`config.mk`:
```
export PLATFORM = sky130hd
export DESIGN_NAME = ioxr_top
export DESIGN_NICKNAME = d
export VERILOG_FILES = /design/src/hw/ioxr_pkg.sv /design/src/hw/ioxr_top.sv
export SDC_FILE = /design/constraint.sdc
export NUM_CORES = 1
export LEC_CHECK = 0
export BUFFER_PORTS_ARGS = -buffer_cell sky130_fd_sc_hd__buf_2
export CAP_MARGIN = 0
export CORE_MARGIN = 2
export CORE_UTILIZATION = 59
export DETAILED_ROUTE_END_ITERATION = 7
export GPL_ROUTABILITY_DRIVEN = 1
export MAX_ROUTING_LAYER = met4
export PLACE_DENSITY = 0.9
export SLEW_MARGIN = 5
export SYNTH_ARGS = -nofsm -noshare
export SYNTH_HDL_FRONTEND = slang
export SYNTH_SLANG_ARGS = --single-unit
export TNS_END_PERCENT = 30
```
`constraint.sdc`:
```
create_clock -name clk_i -period 3.3 [get_ports clk_i]
set_clock_uncertainty 0.05 [all_clocks]
set_input_delay 0.165 -clock clk_i [delete_from_list [all_inputs] [get_ports clk_i]]
set_output_delay 0.165 -clock clk_i [all_outputs]
set_load 0.02 [all_outputs]
```
`src/hw/ioxr_pkg.sv`:
```
package ioxr_pkg;

	// build options selecting power-up defaults
	localparam logic [1:0] BUILD_STD      = 2'h0;
	localparam logic [1:0] BUILD_ZERO_OUT = 2'h1;
	localparam logic [1:0] BUILD_INV_PULL = 2'h2;

	// bus addressing
	localparam logic [6:0] TARGET_ADDR_BASE = 7'h20;
	localparam logic [7:0] GCALL_ADDR_BYTE  = 8'h00;
	localparam logic [7:0] SRST_DATA_BYTE   = 8'h06;
	localparam int         EXTENDED_SELECT_BIT = 6;
	localparam logic [7:0] PTR_RESET        = 8'h00;
	localparam logic [3:0] BITS_PER_BYTE    = 4'h8;

	// register offsets (pointer values)
	localparam logic [7:0] OFF_INPUT_LEVEL_0      = 8'h00;
	localparam logic [7:0] OFF_INPUT_LEVEL_1      = 8'h01;
	localparam logic [7:0] OFF_OUTPUT_LEVEL_0     = 8'h02;
	localparam logic [7:0] OFF_OUTPUT_LEVEL_1     = 8'h03;
	localparam logic [7:0] OFF_INVERT_0           = 8'h04;
	localparam logic [7:0] OFF_INVERT_1           = 8'h05;
	localparam logic [7:0] OFF_DIRECTION_0        = 8'h06;
	localparam logic [7:0] OFF_DIRECTION_1        = 8'h07;
	localparam logic [7:0] OFF_DRIVE_LEVEL_0_LOW  = 8'h40;
	localparam logic [7:0] OFF_DRIVE_LEVEL_0_HIGH = 8'h41;
	localparam logic [7:0] OFF_DRIVE_LEVEL_1_LOW  = 8'h42;
	localparam logic [7:0] OFF_DRIVE_LEVEL_1_HIGH = 8'h43;
	localparam logic [7:0] OFF_LATCH_ENABLE_0     = 8'h44;
	localparam logic [7:0] OFF_LATCH_ENABLE_1     = 8'h45;
	localparam logic [7:0] OFF_BIAS_ENABLE_0      = 8'h46;
	localparam logic [7:0] OFF_BIAS_ENABLE_1      = 8'h47;
	localparam logic [7:0] OFF_BIAS_SELECT_0      = 8'h48;
	localparam logic [7:0] OFF_BIAS_SELECT_1      = 8'h49;
	localparam logic [7:0] OFF_EVENT_MASK_0       = 8'h4a;
	localparam logic [7:0] OFF_EVENT_MASK_1       = 8'h4b;
	localparam logic [7:0] OFF_EVENT_FLAGS_0      = 8'h4c;
	localparam logic [7:0] OFF_EVENT_FLAGS_1      = 8'h4d;
	localparam logic [7:0] OFF_OUTPUT_MODE_CONFIG = 8'h4f;
	localparam logic [7:0] OFF_EXT_UNUSED         = 8'h4e;

	// reset values
	localparam logic [7:0] RST_ONES  = 8'hff;
	localparam logic [7:0] RST_ZEROS = 8'h00;

	// synchroniser vector layout: pins, strap, sda, scl
	localparam int        SYNC_W      = 19;
	localparam int        SYNC_STRAP  = 16;
	localparam int        SYNC_SDA    = 17;
	localparam int        SYNC_SCL    = 18;
	localparam logic [18:0] SYNC_RESET = 19'h60000;

	// bus target states, one-hot
	typedef enum logic [5:0] {
		ST_IDLE = 6'h01,
		ST_ADDR = 6'h02,
		ST_ACK  = 6'h04,
		ST_RX   = 6'h08,
		ST_TX   = 6'h10,
		ST_MACK = 6'h20
	} ioxr_state_t;

	// configuration outputs toward the port logic
	typedef struct packed {
		logic [15:0] invert;
		logic [31:0] drive_level;
		logic [15:0] latch_enable;
		logic [15:0] bias_enable;
		logic [15:0] bias_select;
		logic [15:0] event_mask;
		logic [7:0]  output_mode;
	} ioxr_cfg_t;

	// filtered view of the bus pins
	typedef struct packed {
		logic scl;
		logic sda;
	} ioxr_bus_t;

endpackage : ioxr_pkg

```
`src/hw/ioxr_top.sv`:
```
`timescale 1ns/1ps

// How it works
// - strap low answers 0x20, high 0x21
// - address lsb one reads, zero writes
// - first byte after write address sets pointer
// - pointer decode uses bit six plus low nibble
// - read transfers never take a pointer byte
// - pointer holds across reads until rewritten
// - pointer clears on any reset
// - standard build power-up defaults
// - option zeroes output and direction defaults
// - option sets invert, bias enable; clears mask
// - 0x44/0x45 latch enables, reset zero
// - 0x4f output mode register, reset zero
// - input reads show present pin levels, inverted where invert and direction bits are set
// - input register writes acked, no effect
// - input registers have no reset value
// - general call 0x06 then stop resets all
// - reset pin holds registers and bus logic
// - output register reads return flip-flops
// - direction one is input, zero drives
module ioxr_top #(
	parameter logic [1:0] BUILD = ioxr_pkg::BUILD_STD
) (
	input  wire logic             clk_i,
	input  wire logic             reset_n_i,
	input  wire logic             clk_en_i,
	input  wire logic             scl_i,
	input  wire logic             sda_i,
	output logic                  sda_o,
	output logic                  sda_oe_o,
	input  wire logic             addr_strap_i,
	input  wire logic [15:0]      port_pin_i,
	output logic [15:0]           port_out_o,
	output logic [15:0]           port_oe_o,
	input  wire logic [15:0]      event_flags_i,
	output ioxr_pkg::ioxr_cfg_t   cfg_o
);

	// compact register index: extended select bit above the low nibble
	function automatic logic [4:0] reg_idx(input logic [7:0] ptr);
		reg_idx = {ptr[ioxr_pkg::EXTENDED_SELECT_BIT], ptr[3:0]};
	endfunction : reg_idx

	// basic bank holds eight registers, extended bank all but one slot
	function automatic logic is_mapped(input logic [4:0] idx);
		if (idx[4])
			is_mapped = (idx != reg_idx(ioxr_pkg::OFF_EXT_UNUSED));
		else
			is_mapped = ~idx[3];
	endfunction : is_mapped

	// input levels and event flags are read-only views
	function automatic logic is_writable(input logic [4:0] idx);
		is_writable = is_mapped(idx)
			&& (idx != reg_idx(ioxr_pkg::OFF_INPUT_LEVEL_0))
			&& (idx != reg_idx(ioxr_pkg::OFF_INPUT_LEVEL_1))
			&& (idx != reg_idx(ioxr_pkg::OFF_EVENT_FLAGS_0))
			&& (idx != reg_idx(ioxr_pkg::OFF_EVENT_FLAGS_1));
	endfunction : is_writable

	// power-up value of each slot for the selected build
	function automatic logic [7:0] rst_val(input logic [4:0] idx);
		logic [7:0] v;
		v = ioxr_pkg::RST_ZEROS;
		if (idx == reg_idx(ioxr_pkg::OFF_OUTPUT_LEVEL_0) || idx == reg_idx(ioxr_pkg::OFF_OUTPUT_LEVEL_1)
			|| idx == reg_idx(ioxr_pkg::OFF_DIRECTION_0) || idx == reg_idx(ioxr_pkg::OFF_DIRECTION_1))
			v = (BUILD == ioxr_pkg::BUILD_ZERO_OUT) ? ioxr_pkg::RST_ZEROS : ioxr_pkg::RST_ONES;
		else if (idx == reg_idx(ioxr_pkg::OFF_INVERT_0) || idx == reg_idx(ioxr_pkg::OFF_INVERT_1)
			|| idx == reg_idx(ioxr_pkg::OFF_BIAS_ENABLE_0) || idx == reg_idx(ioxr_pkg::OFF_BIAS_ENABLE_1))
			v = (BUILD == ioxr_pkg::BUILD_INV_PULL) ? ioxr_pkg::RST_ONES : ioxr_pkg::RST_ZEROS;
		else if (idx == reg_idx(ioxr_pkg::OFF_EVENT_MASK_0) || idx == reg_idx(ioxr_pkg::OFF_EVENT_MASK_1))
			v = (BUILD == ioxr_pkg::BUILD_INV_PULL) ? ioxr_pkg::RST_ZEROS : ioxr_pkg::RST_ONES;
		else if (idx == reg_idx(ioxr_pkg::OFF_DRIVE_LEVEL_0_LOW) || idx == reg_idx(ioxr_pkg::OFF_DRIVE_LEVEL_0_HIGH)
			|| idx == reg_idx(ioxr_pkg::OFF_DRIVE_LEVEL_1_LOW) || idx == reg_idx(ioxr_pkg::OFF_DRIVE_LEVEL_1_HIGH)
			|| idx == reg_idx(ioxr_pkg::OFF_BIAS_SELECT_0) || idx == reg_idx(ioxr_pkg::OFF_BIAS_SELECT_1))
			v = ioxr_pkg::RST_ONES;
		// latch enables and output mode stay zero in every build
		rst_val = v;
	endfunction : rst_val

	// synchroniser group: three stages, filtered value moves when stages two and three agree
	logic [ioxr_pkg::SYNC_W-1:0] sync1_r;
	logic [ioxr_pkg::SYNC_W-1:0] sync2_r;
	logic [ioxr_pkg::SYNC_W-1:0] sync3_r;
	logic [ioxr_pkg::SYNC_W-1:0] filt_r;
	logic [ioxr_pkg::SYNC_W-1:0] filt_nxt;

	genvar g;
	generate
		for (g = 0; g < ioxr_pkg::SYNC_W; g++)
		begin : g_filt
			// a one-cycle glitch between stages never reaches the filtered level
			always_comb
			begin
				filt_nxt[g] = (sync2_r[g] == sync3_r[g]) ? sync3_r[g] : filt_r[g];
			end
		end
	endgenerate

	// register the synchroniser stages
	always_ff @(posedge clk_i or negedge reset_n_i)
	begin
		if (!reset_n_i)
		begin
			sync1_r <= ioxr_pkg::SYNC_RESET;
			sync2_r <= ioxr_pkg::SYNC_RESET;
			sync3_r <= ioxr_pkg::SYNC_RESET;
			filt_r  <= ioxr_pkg::SYNC_RESET;
		end
		else if (clk_en_i)
		begin
			sync1_r <= {scl_i, sda_i, addr_strap_i, port_pin_i};
			sync2_r <= sync1_r;
			sync3_r <= sync2_r;
			filt_r  <= filt_nxt;
		end
	end

	ioxr_pkg::ioxr_bus_t bus_f;
	ioxr_pkg::ioxr_bus_t bus_q;
	logic [15:0]         pin_lvl;
	logic [6:0]          own_addr;

	assign bus_f    = '{scl: filt_r[ioxr_pkg::SYNC_SCL], sda: filt_r[ioxr_pkg::SYNC_SDA]};
	assign pin_lvl  = filt_r[15:0];
	assign own_addr = {ioxr_pkg::TARGET_ADDR_BASE[6:1], filt_r[ioxr_pkg::SYNC_STRAP]};

	// bus target and register bank state
	ioxr_pkg::ioxr_state_t state_r;
	ioxr_pkg::ioxr_state_t state_nxt;
	logic [3:0]            cnt_r;
	logic [3:0]            cnt_nxt;
	logic [7:0]            shift_r;
	logic [7:0]            shift_nxt;
	logic [7:0]            ptr_r;
	logic [7:0]            ptr_nxt;
	logic                  rd_mode_r;
	logic                  rd_mode_nxt;
	logic                  first_r;
	logic                  first_nxt;
	logic                  gcall_r;
	logic                  gcall_nxt;
	logic                  srst_arm_r;
	logic                  srst_arm_nxt;
	logic                  drv_r;
	logic                  drv_nxt;
	logic [7:0]            regs_r   [32];
	logic [7:0]            regs_nxt [32];

	logic       scl_rise;
	logic       scl_fall;
	logic       start_det;
	logic       stop_det;
	logic [4:0] cur_idx;
	logic [7:0] rd_data;
	logic [15:0] in_level;

	assign scl_rise  = bus_f.scl & ~bus_q.scl;
	assign scl_fall  = ~bus_f.scl & bus_q.scl;
	assign start_det = bus_f.scl & bus_q.scl & bus_q.sda & ~bus_f.sda;
	assign stop_det  = bus_f.scl & bus_q.scl & ~bus_q.sda & bus_f.sda;
	assign cur_idx   = reg_idx(ptr_r);

	// inversion only touches pins configured as inputs; outputs still read their true level
	assign in_level = pin_lvl ^ ({regs_r[reg_idx(ioxr_pkg::OFF_INVERT_1)], regs_r[reg_idx(ioxr_pkg::OFF_INVERT_0)]}
		& {regs_r[reg_idx(ioxr_pkg::OFF_DIRECTION_1)], regs_r[reg_idx(ioxr_pkg::OFF_DIRECTION_0)]});

	// read mux: live views for inputs and flags, zero for unmapped slots, stored bytes otherwise
	always_comb
	begin
		if (!is_mapped(cur_idx))
			rd_data = ioxr_pkg::RST_ZEROS;
		else if (cur_idx == reg_idx(ioxr_pkg::OFF_INPUT_LEVEL_0))
			rd_data = in_level[7:0];
		else if (cur_idx == reg_idx(ioxr_pkg::OFF_INPUT_LEVEL_1))
			rd_data = in_level[15:8];
		else if (cur_idx == reg_idx(ioxr_pkg::OFF_EVENT_FLAGS_0))
			rd_data = event_flags_i[7:0];
		else if (cur_idx == reg_idx(ioxr_pkg::OFF_EVENT_FLAGS_1))
			rd_data = event_flags_i[15:8];
		else
			rd_data = regs_r[cur_idx];
	end

	// next-state logic of the target and its registers
	always_comb
	begin
		state_nxt    = state_r;
		cnt_nxt      = cnt_r;
		shift_nxt    = shift_r;
		ptr_nxt      = ptr_r;
		rd_mode_nxt  = rd_mode_r;
		first_nxt    = first_r;
		gcall_nxt    = gcall_r;
		srst_arm_nxt = srst_arm_r;
		drv_nxt      = drv_r;
		regs_nxt     = regs_r;
		if (start_det)
		begin
			// a repeated start abandons any armed software reset
			state_nxt    = ioxr_pkg::ST_ADDR;
			cnt_nxt      = 4'h0;
			gcall_nxt    = 1'b0;
			srst_arm_nxt = 1'b0;
			drv_nxt      = 1'b0;
		end
		else if (stop_det)
		begin
			state_nxt    = ioxr_pkg::ST_IDLE;
			drv_nxt      = 1'b0;
			gcall_nxt    = 1'b0;
			srst_arm_nxt = 1'b0;
			if (srst_arm_r)
			begin
				for (int i = 0; i < 32; i++)
					regs_nxt[i] = rst_val(5'(i));
				ptr_nxt = ioxr_pkg::PTR_RESET;
			end
		end
		else
		begin
			case (state_r)
				ioxr_pkg::ST_IDLE:
				begin
					drv_nxt = 1'b0;
				end
				ioxr_pkg::ST_ADDR:
				begin
					if (scl_rise)
					begin
						shift_nxt = {shift_r[6:0], bus_f.sda};
						cnt_nxt   = cnt_r + 4'h1;
					end
					else if (scl_fall && cnt_r == ioxr_pkg::BITS_PER_BYTE)
					begin
						if (shift_r[7:1] == own_addr)
						begin
							drv_nxt     = 1'b1;
							rd_mode_nxt = shift_r[0];
							first_nxt   = ~shift_r[0];
							state_nxt   = ioxr_pkg::ST_ACK;
						end
						else if (shift_r == ioxr_pkg::GCALL_ADDR_BYTE)
						begin
							// general call write only; a read form is never acknowledged
							drv_nxt     = 1'b1;
							rd_mode_nxt = 1'b0;
							first_nxt   = 1'b1;
							gcall_nxt   = 1'b1;
							state_nxt   = ioxr_pkg::ST_ACK;
						end
						else
							state_nxt = ioxr_pkg::ST_IDLE;
					end
				end
				ioxr_pkg::ST_ACK:
				begin
					// acknowledge clock ends: hand the line to the next byte
					if (scl_fall)
					begin
						cnt_nxt = 4'h0;
						if (rd_mode_r)
						begin
							shift_nxt = rd_data;
							drv_nxt   = ~rd_data[7];
							cnt_nxt   = 4'h1;
							state_nxt = ioxr_pkg::ST_TX;
						end
						else
						begin
							drv_nxt   = 1'b0;
							state_nxt = ioxr_pkg::ST_RX;
						end
					end
				end
				ioxr_pkg::ST_RX:
				begin
					if (scl_rise)
					begin
						shift_nxt = {shift_r[6:0], bus_f.sda};
						cnt_nxt   = cnt_r + 4'h1;
					end
					else if (scl_fall && cnt_r == ioxr_pkg::BITS_PER_BYTE)
					begin
						first_nxt = 1'b0;
						state_nxt = ioxr_pkg::ST_ACK;
						drv_nxt   = 1'b1;
						if (gcall_r)
						begin
							// only a single 0x06 byte arms the reset; anything else is refused
							if (first_r && shift_r == ioxr_pkg::SRST_DATA_BYTE)
								srst_arm_nxt = 1'b1;
							else
							begin
								srst_arm_nxt = 1'b0;
								drv_nxt      = 1'b0;
								state_nxt    = ioxr_pkg::ST_IDLE;
							end
						end
						else if (first_r)
							ptr_nxt = shift_r;
						else if (is_writable(cur_idx))
							regs_nxt[cur_idx] = shift_r;
					end
				end
				ioxr_pkg::ST_TX:
				begin
					if (scl_fall)
					begin
						if (cnt_r == ioxr_pkg::BITS_PER_BYTE)
						begin
							drv_nxt   = 1'b0;
							cnt_nxt   = 4'h0;
							state_nxt = ioxr_pkg::ST_MACK;
						end
						else
						begin
							drv_nxt   = ~shift_r[6];
							shift_nxt = {shift_r[6:0], 1'b0};
							cnt_nxt   = cnt_r + 4'h1;
						end
					end
				end
				ioxr_pkg::ST_MACK:
				begin
					// controller ack sends another byte of the same register, nack ends
					if (scl_rise)
						state_nxt = bus_f.sda ? ioxr_pkg::ST_IDLE : ioxr_pkg::ST_ACK;
				end
				default:
				begin
					state_nxt = ioxr_pkg::ST_IDLE;
					drv_nxt   = 1'b0;
				end
			endcase
		end
	end

	// register target and bank state; the reset pin holds everything at defaults
	always_ff @(posedge clk_i or negedge reset_n_i)
	begin
		if (!reset_n_i)
		begin
			bus_q      <= '{scl: 1'b1, sda: 1'b1};
			state_r    <= ioxr_pkg::ST_IDLE;
			cnt_r      <= 4'h0;
			shift_r    <= 8'h00;
			ptr_r      <= ioxr_pkg::PTR_RESET;
			rd_mode_r  <= 1'b0;
			first_r    <= 1'b0;
			gcall_r    <= 1'b0;
			srst_arm_r <= 1'b0;
			drv_r      <= 1'b0;
			for (int i = 0; i < 32; i++)
				regs_r[i] <= rst_val(5'(i));
		end
		else if (clk_en_i)
		begin
			bus_q      <= bus_f;
			state_r    <= state_nxt;
			cnt_r      <= cnt_nxt;
			shift_r    <= shift_nxt;
			ptr_r      <= ptr_nxt;
			rd_mode_r  <= rd_mode_nxt;
			first_r    <= first_nxt;
			gcall_r    <= gcall_nxt;
			srst_arm_r <= srst_arm_nxt;
			drv_r      <= drv_nxt;
			regs_r     <= regs_nxt;
		end
	end

	// open-drain data line: only ever pulled low
	assign sda_o    = 1'b0;
	assign sda_oe_o = drv_r;

	// port drivers follow the stored output and direction bytes
	assign port_out_o = {regs_r[reg_idx(ioxr_pkg::OFF_OUTPUT_LEVEL_1)], regs_r[reg_idx(ioxr_pkg::OFF_OUTPUT_LEVEL_0)]};
	assign port_oe_o  = ~{regs_r[reg_idx(ioxr_pkg::OFF_DIRECTION_1)],
		regs_r[reg_idx(ioxr_pkg::OFF_DIRECTION_0)]};

	// feature settings for the port logic outside this block
	assign cfg_o.invert       = {regs_r[reg_idx(ioxr_pkg::OFF_INVERT_1)], regs_r[reg_idx(ioxr_pkg::OFF_INVERT_0)]};
	assign cfg_o.drive_level  = {regs_r[reg_idx(ioxr_pkg::OFF_DRIVE_LEVEL_1_HIGH)],
		regs_r[reg_idx(ioxr_pkg::OFF_DRIVE_LEVEL_1_LOW)],
		regs_r[reg_idx(ioxr_pkg::OFF_DRIVE_LEVEL_0_HIGH)],
		regs_r[reg_idx(ioxr_pkg::OFF_DRIVE_LEVEL_0_LOW)]};
	assign cfg_o.latch_enable = {regs_r[reg_idx(ioxr_pkg::OFF_LATCH_ENABLE_1)],
		regs_r[reg_idx(ioxr_pkg::OFF_LATCH_ENABLE_0)]};
	assign cfg_o.bias_enable  = {regs_r[reg_idx(ioxr_pkg::OFF_BIAS_ENABLE_1)],
		regs_r[reg_idx(ioxr_pkg::OFF_BIAS_ENABLE_0)]};
	assign cfg_o.bias_select  = {regs_r[reg_idx(ioxr_pkg::OFF_BIAS_SELECT_1)],
		regs_r[reg_idx(ioxr_pkg::OFF_BIAS_SELECT_0)]};
	assign cfg_o.event_mask   = {regs_r[reg_idx(ioxr_pkg::OFF_EVENT_MASK_1)],
		regs_r[reg_idx(ioxr_pkg::OFF_EVENT_MASK_0)]};
	assign cfg_o.output_mode  = regs_r[reg_idx(ioxr_pkg::OFF_OUTPUT_MODE_CONFIG)];

endmodule : ioxr_top

```
==> results by stage <==
Run status:
- The flow ran to the end, and the final reports show no timing, DRC or antenna violations.

Drt:
- In the routed layout, each cell is associated on average with a via count of 6.37.
- Dividing the detail-routed wire length by the instance count gives 25.8 µm.
- The overall routed net length is 54100 µm.
- Once detail routing completed, the nets flagged for antenna violations numbered 0.
- The number of detailed-route iterations in the first pass is 7.
- For this block, the initial DRC count from the detailed router was 1416.
- The post-detailed-route DRC marker count is 0.
- Summing over every cut layer, the via total after detailed routing is 13300.

Timing:
- The slew at the pin closest to its max-slew limit is 0.974 ns.
- The part of the cycle the worst path needs is 91.5%.
- Setup repair after global routing left no endpoint under its margin.
- Subtracting the final worst setup slack from the clock period gives 3.02 ns.
- The setup violation total in the final timing report is 0.
- Based on the critical path, the design can be clocked at up to 331 MHz.
- In the final timing run, aggregate negative setup slack is 0 ns.
- The number of slew-limit violations in the final report is 0.
- The final number of hold-violating endpoints is 0.
- The relative max-transition margin is 35.1%.

Yosys:
- Ranked by total cell area, the synthesized netlist is headed by dfrtp_1, dfstp_2, mux2_4.
- The basic-gate share of the synthesized area counting and, or, nand and nor cells is 11.0%.
- The number of synthesized register bits is 357.
- The distinct cell type count of the synthesized netlist is 78.
- Of the post-synthesis cell area, the dominant cell type holds 34.3%.
- The warning count from the yosys run is 0.
- By area, the combinational part of the netlist is dominated by multiplexers.
- The synthesized-area fraction occupied by ao, oa, aoi and oai cells is 11.6%.
- The synthesized netlist devotes 0.137% of its cell area to adder and majority cells.
- Summing the areas of all xor and xnor instances in the mapped netlist gives 0.960% of the synthesized area.
- The net count after synthesis is 1619.
- The portion of synthesized area spent on multiplexers is 17.7%.
- The dominant register cell in the synthesized netlist is dfrtp_1.
- Synthesis handed over a netlist of 1579 instances.
- The sequential fraction of the synthesis area is 49.7%.
- The post-synthesis async set-or-reset flop share is 100%.
- Counting flops with a built-in enable in the synthesized netlist gives 0.
- The mapped netlist covers 18200 µm².
- The biggest area contributor in the post-synthesis netlist is dfrtp_1.
- A synthesized cell averages 11.6 µm².

Final layout:
- Cells with a size suffix above 1 make up 37.8% of the layout.
- The layout-stage area growth over the synthesis result is 11.8%.
- Measured on the finished design, the core utilization comes to 66.8%.
- At the end of the flow, the number of nets in the layout was 1710.
- The number of standard cells in the final layout excluding fillers is 2095.
- The antenna diode count is 0.

Job:
- The number of maximum-capacitance constraint violations is 0.

Placed design:
- Input and output buffers added on the ports amount to 190.
- The placed cell count is 2005.
- The post-DP HPWL is 38200 µm.
- The final estimated routing congestion in global placement is 1.01.

Critical path:
- The kind of launch point of the worst setup path is a flop.
- Data on the critical path is required at its endpoint by 3.65 ns.
- The worst setup path is captured at a flop.
- In this run the worst path has a maximum fanout of 23.
- For the worst setup path, the data arrival time is 3.37 ns.
- The type of the setup path with the least slack is reg2reg.

Power and ir drop:
- The worst supply voltage drop on vdd is 0.000525 V.
- The ratio of total power to cell area is 740 nW/µm².
- The leakage component of the power is 9.58 nW.
- After layout, the design draws a total of 15.1 mW.

Die:
- The initial standard-cell utilization of the core is 59.8%.
- The die outline width is 180 µm.
- The die outline area is 32300 µm².
- The boundary pin count is 192.
- The area of the core is 30500 µm².
- The floorplan step set the die height to 180 µm.
- The row count is 64.

CTS:
- The number of gates resized after cts is 0.
- The number of buffers created by CTS is 38.
- The tree is rooted in a clkbuf_16.
- The clock tree buffer depth is 3.
- The later pin in the worst-skew pair is clocked with a latency of 0.53 ns.
- The clock transition at the registers of the reported paths is 0.06 ns.
- The clock net sink count is 357.
- The clock tree from TritonCTS is built.
- The H-tree generated during clock tree synthesis spans 2 levels.

Min path:
- In this run the worst hold path is classified as in2reg.

GRT:
- Global routing used 34.4% of the available tracks across all layers.
- The sum of overflow across all layers after global routing is 0.
- The number of global-route vias before repair came to 13400.
- The initial antenna violation count is 0.
- The pin count of the biggest net entering global routing is 111.
- The first global-routing pass estimated 83600 µm of wire.
[flip-flops by register name, summed over array words and instances, names as in the netlist, 2 cells and up]
name and count:
state_r 6, sync2_r 19, ptr_r 5, cfg_o 120, cnt_r 4, sync1_r 19
bus_q 2, shift_r 8, regs_r 115, sync3_r 19, filt_r 19, port_out_o 16
[Yosys cell counts (all sizes together) (3+ instances only)]
| cell type | instances |
|---|---|
| dfrtp | 250 |
| buf | 162 |
| mux2 | 153 |
| dfstp | 107 |
| nand2 | 107 |
| and2 | 103 |
| o21ai | 101 |
| clkbuf | 71 |
| mux2i | 62 |
| a21oi | 47 |
| inv | 45 |
| nor2 | 40 |
| o2bb2ai | 32 |
| mux4 | 27 |
| nand3 | 25 |
| a32o | 24 |
| nand2b | 18 |
| a22oi | 14 |
| xor2 | 14 |
| nor3 | 13 |
| o22ai | 12 |
| a211oi | 10 |
| a31oi | 9 |
| nor2b | 9 |
| nor4 | 7 |
| or2 | 7 |
| nand4 | 6 |
| o211ai | 6 |
| o21a | 6 |
| or3 | 6 |
| or4 | 6 |
| xnor2 | 6 |
| a2111oi | 5 |
| a21o | 5 |
| and3 | 5 |
| a221oi | 4 |
| a22o | 4 |
| nand3b | 4 |
| o32ai | 4 |
| o41ai | 4 |
| nor3b | 3 |
[cell type report]
cell class | instances | area, µm²
well taps | 396 | 495
clock inverters | 11 | 111
fillers | 2165 | 10100
flip-flops and latches | 357 | 9070
inverters | 47 | 176
repair buffers | 284 | 1800
clock buffers | 58 | 1170
multi-input cells | 942 | 7560
[cells in the final DEF (no fill, tap or decap), types with 9 or more instances in the layout]
| cell | netlist | routed |
|---|---|---|
| a32o_1 | 24 | 24 |
| a31oi_1 | 9 | 9 |
| mux2_2 | 81 | 81 |
| a211oi_1 | 10 | 10 |
| a21oi_1 | 47 | 47 |
| clkbuf_16 | 0 | 40 |
| o21ai_0 | 88 | 88 |
| nand2b_1 | 18 | 18 |
| nand2_4 | 9 | 9 |
| o21ai_1 | 9 | 9 |
| buf_2 | 16 | 188 |
| nand3_1 | 25 | 25 |
| mux2_4 | 72 | 72 |
| mux2i_1 | 62 | 62 |
| dfrtp_1 | 250 | 248 |
| nor3_1 | 13 | 13 |
| clkbuf_8 | 0 | 10 |
| xor2_1 | 14 | 14 |
| and2_1 | 102 | 102 |
| a22oi_1 | 14 | 14 |
| o22ai_1 | 12 | 12 |
| dlygate4sd3_1 | 0 | 21 |
| o2bb2ai_1 | 32 | 32 |
| nor2b_1 | 9 | 9 |
| inv_1 | 45 | 45 |
| mux4_2 | 27 | 27 |
| nand2_1 | 95 | 95 |
| dfstp_2 | 107 | 107 |
| buf_4 | 139 | 68 |
| nor2_1 | 40 | 40 |
[routing by layer]
layer / wire (µm) / GRT usage (%) / vias to the layer above
li1: - / - / 5653
met1: 21800 / 45.4 / 6772
met2: 24900 / 51.9 / 760
met3: 4920 / 7.80 / 151
met4: 2450 / 13.8 / 0
met5: 0 / - / -
[report_power, final]
part           switching, mW  internal (mW)  total (mW)
combinational           3.12           1.88        5.00
clock                   1.74           2.60        4.34
sequential             0.731           5.02        5.75
[critical path: stages (launching register included)]
cell and delay, ns:
dfrtp_4 0.74, buf_4 0.36, mux2i_1 0.45, o22ai_1 0.14, a2bb2oi_1 0.19, a32oi_1 0.13
or3_1 0.48, a221o_1 0.35
[metrics by stage]
step                      hold WS, ns  instance area [µm²]  setup slack, ns
after floorplan                -0.181                18200            0.549
after global placement          0.249                18900            0.387
after detailed placement        0.261                18900            0.334
after CTS                      0.0774                20400            0.309
after global routing            0.133                20400            0.172
final                          0.0961                20400            0.281
[final timing paths]
| kind | from | depth (start not counted) | end | slack (ns) |
|---|---|---|---|---|
| max | ptr_r[1] | 7 | shift_r[7] | 0.28 |
| min | event_flags_i[3] | 5 | shift_r[3] | 0.1 |
| max reg2reg | ptr_r[1] | 7 | shift_r[7] | 0.28 |
| min reg2reg | regs_r[165] | 1 | regs_r[165] | 0.43 |
| max in group asynchronous | reset_n_i | 3 | regs_r[200] | 1.90 |
| min in group asynchronous | reset_n_i | 2 | regs_r[178] | 0.27 |
[logic make-up after synthesis]
group           after synthesis
simple gates                368
flops                       357
compound gates              309
buf+inv                     280
mux                         242
xor+xnor                     20
fa+ha+maj                     2
other cells                   1
[timing repair]
item,CTS,global route
hold buffers,21,0
buffers inserted,0,0
setup endpoints to repair,0,0
endpoints found under the hold margin,97,0
Power figures use the tool's default switching activity.
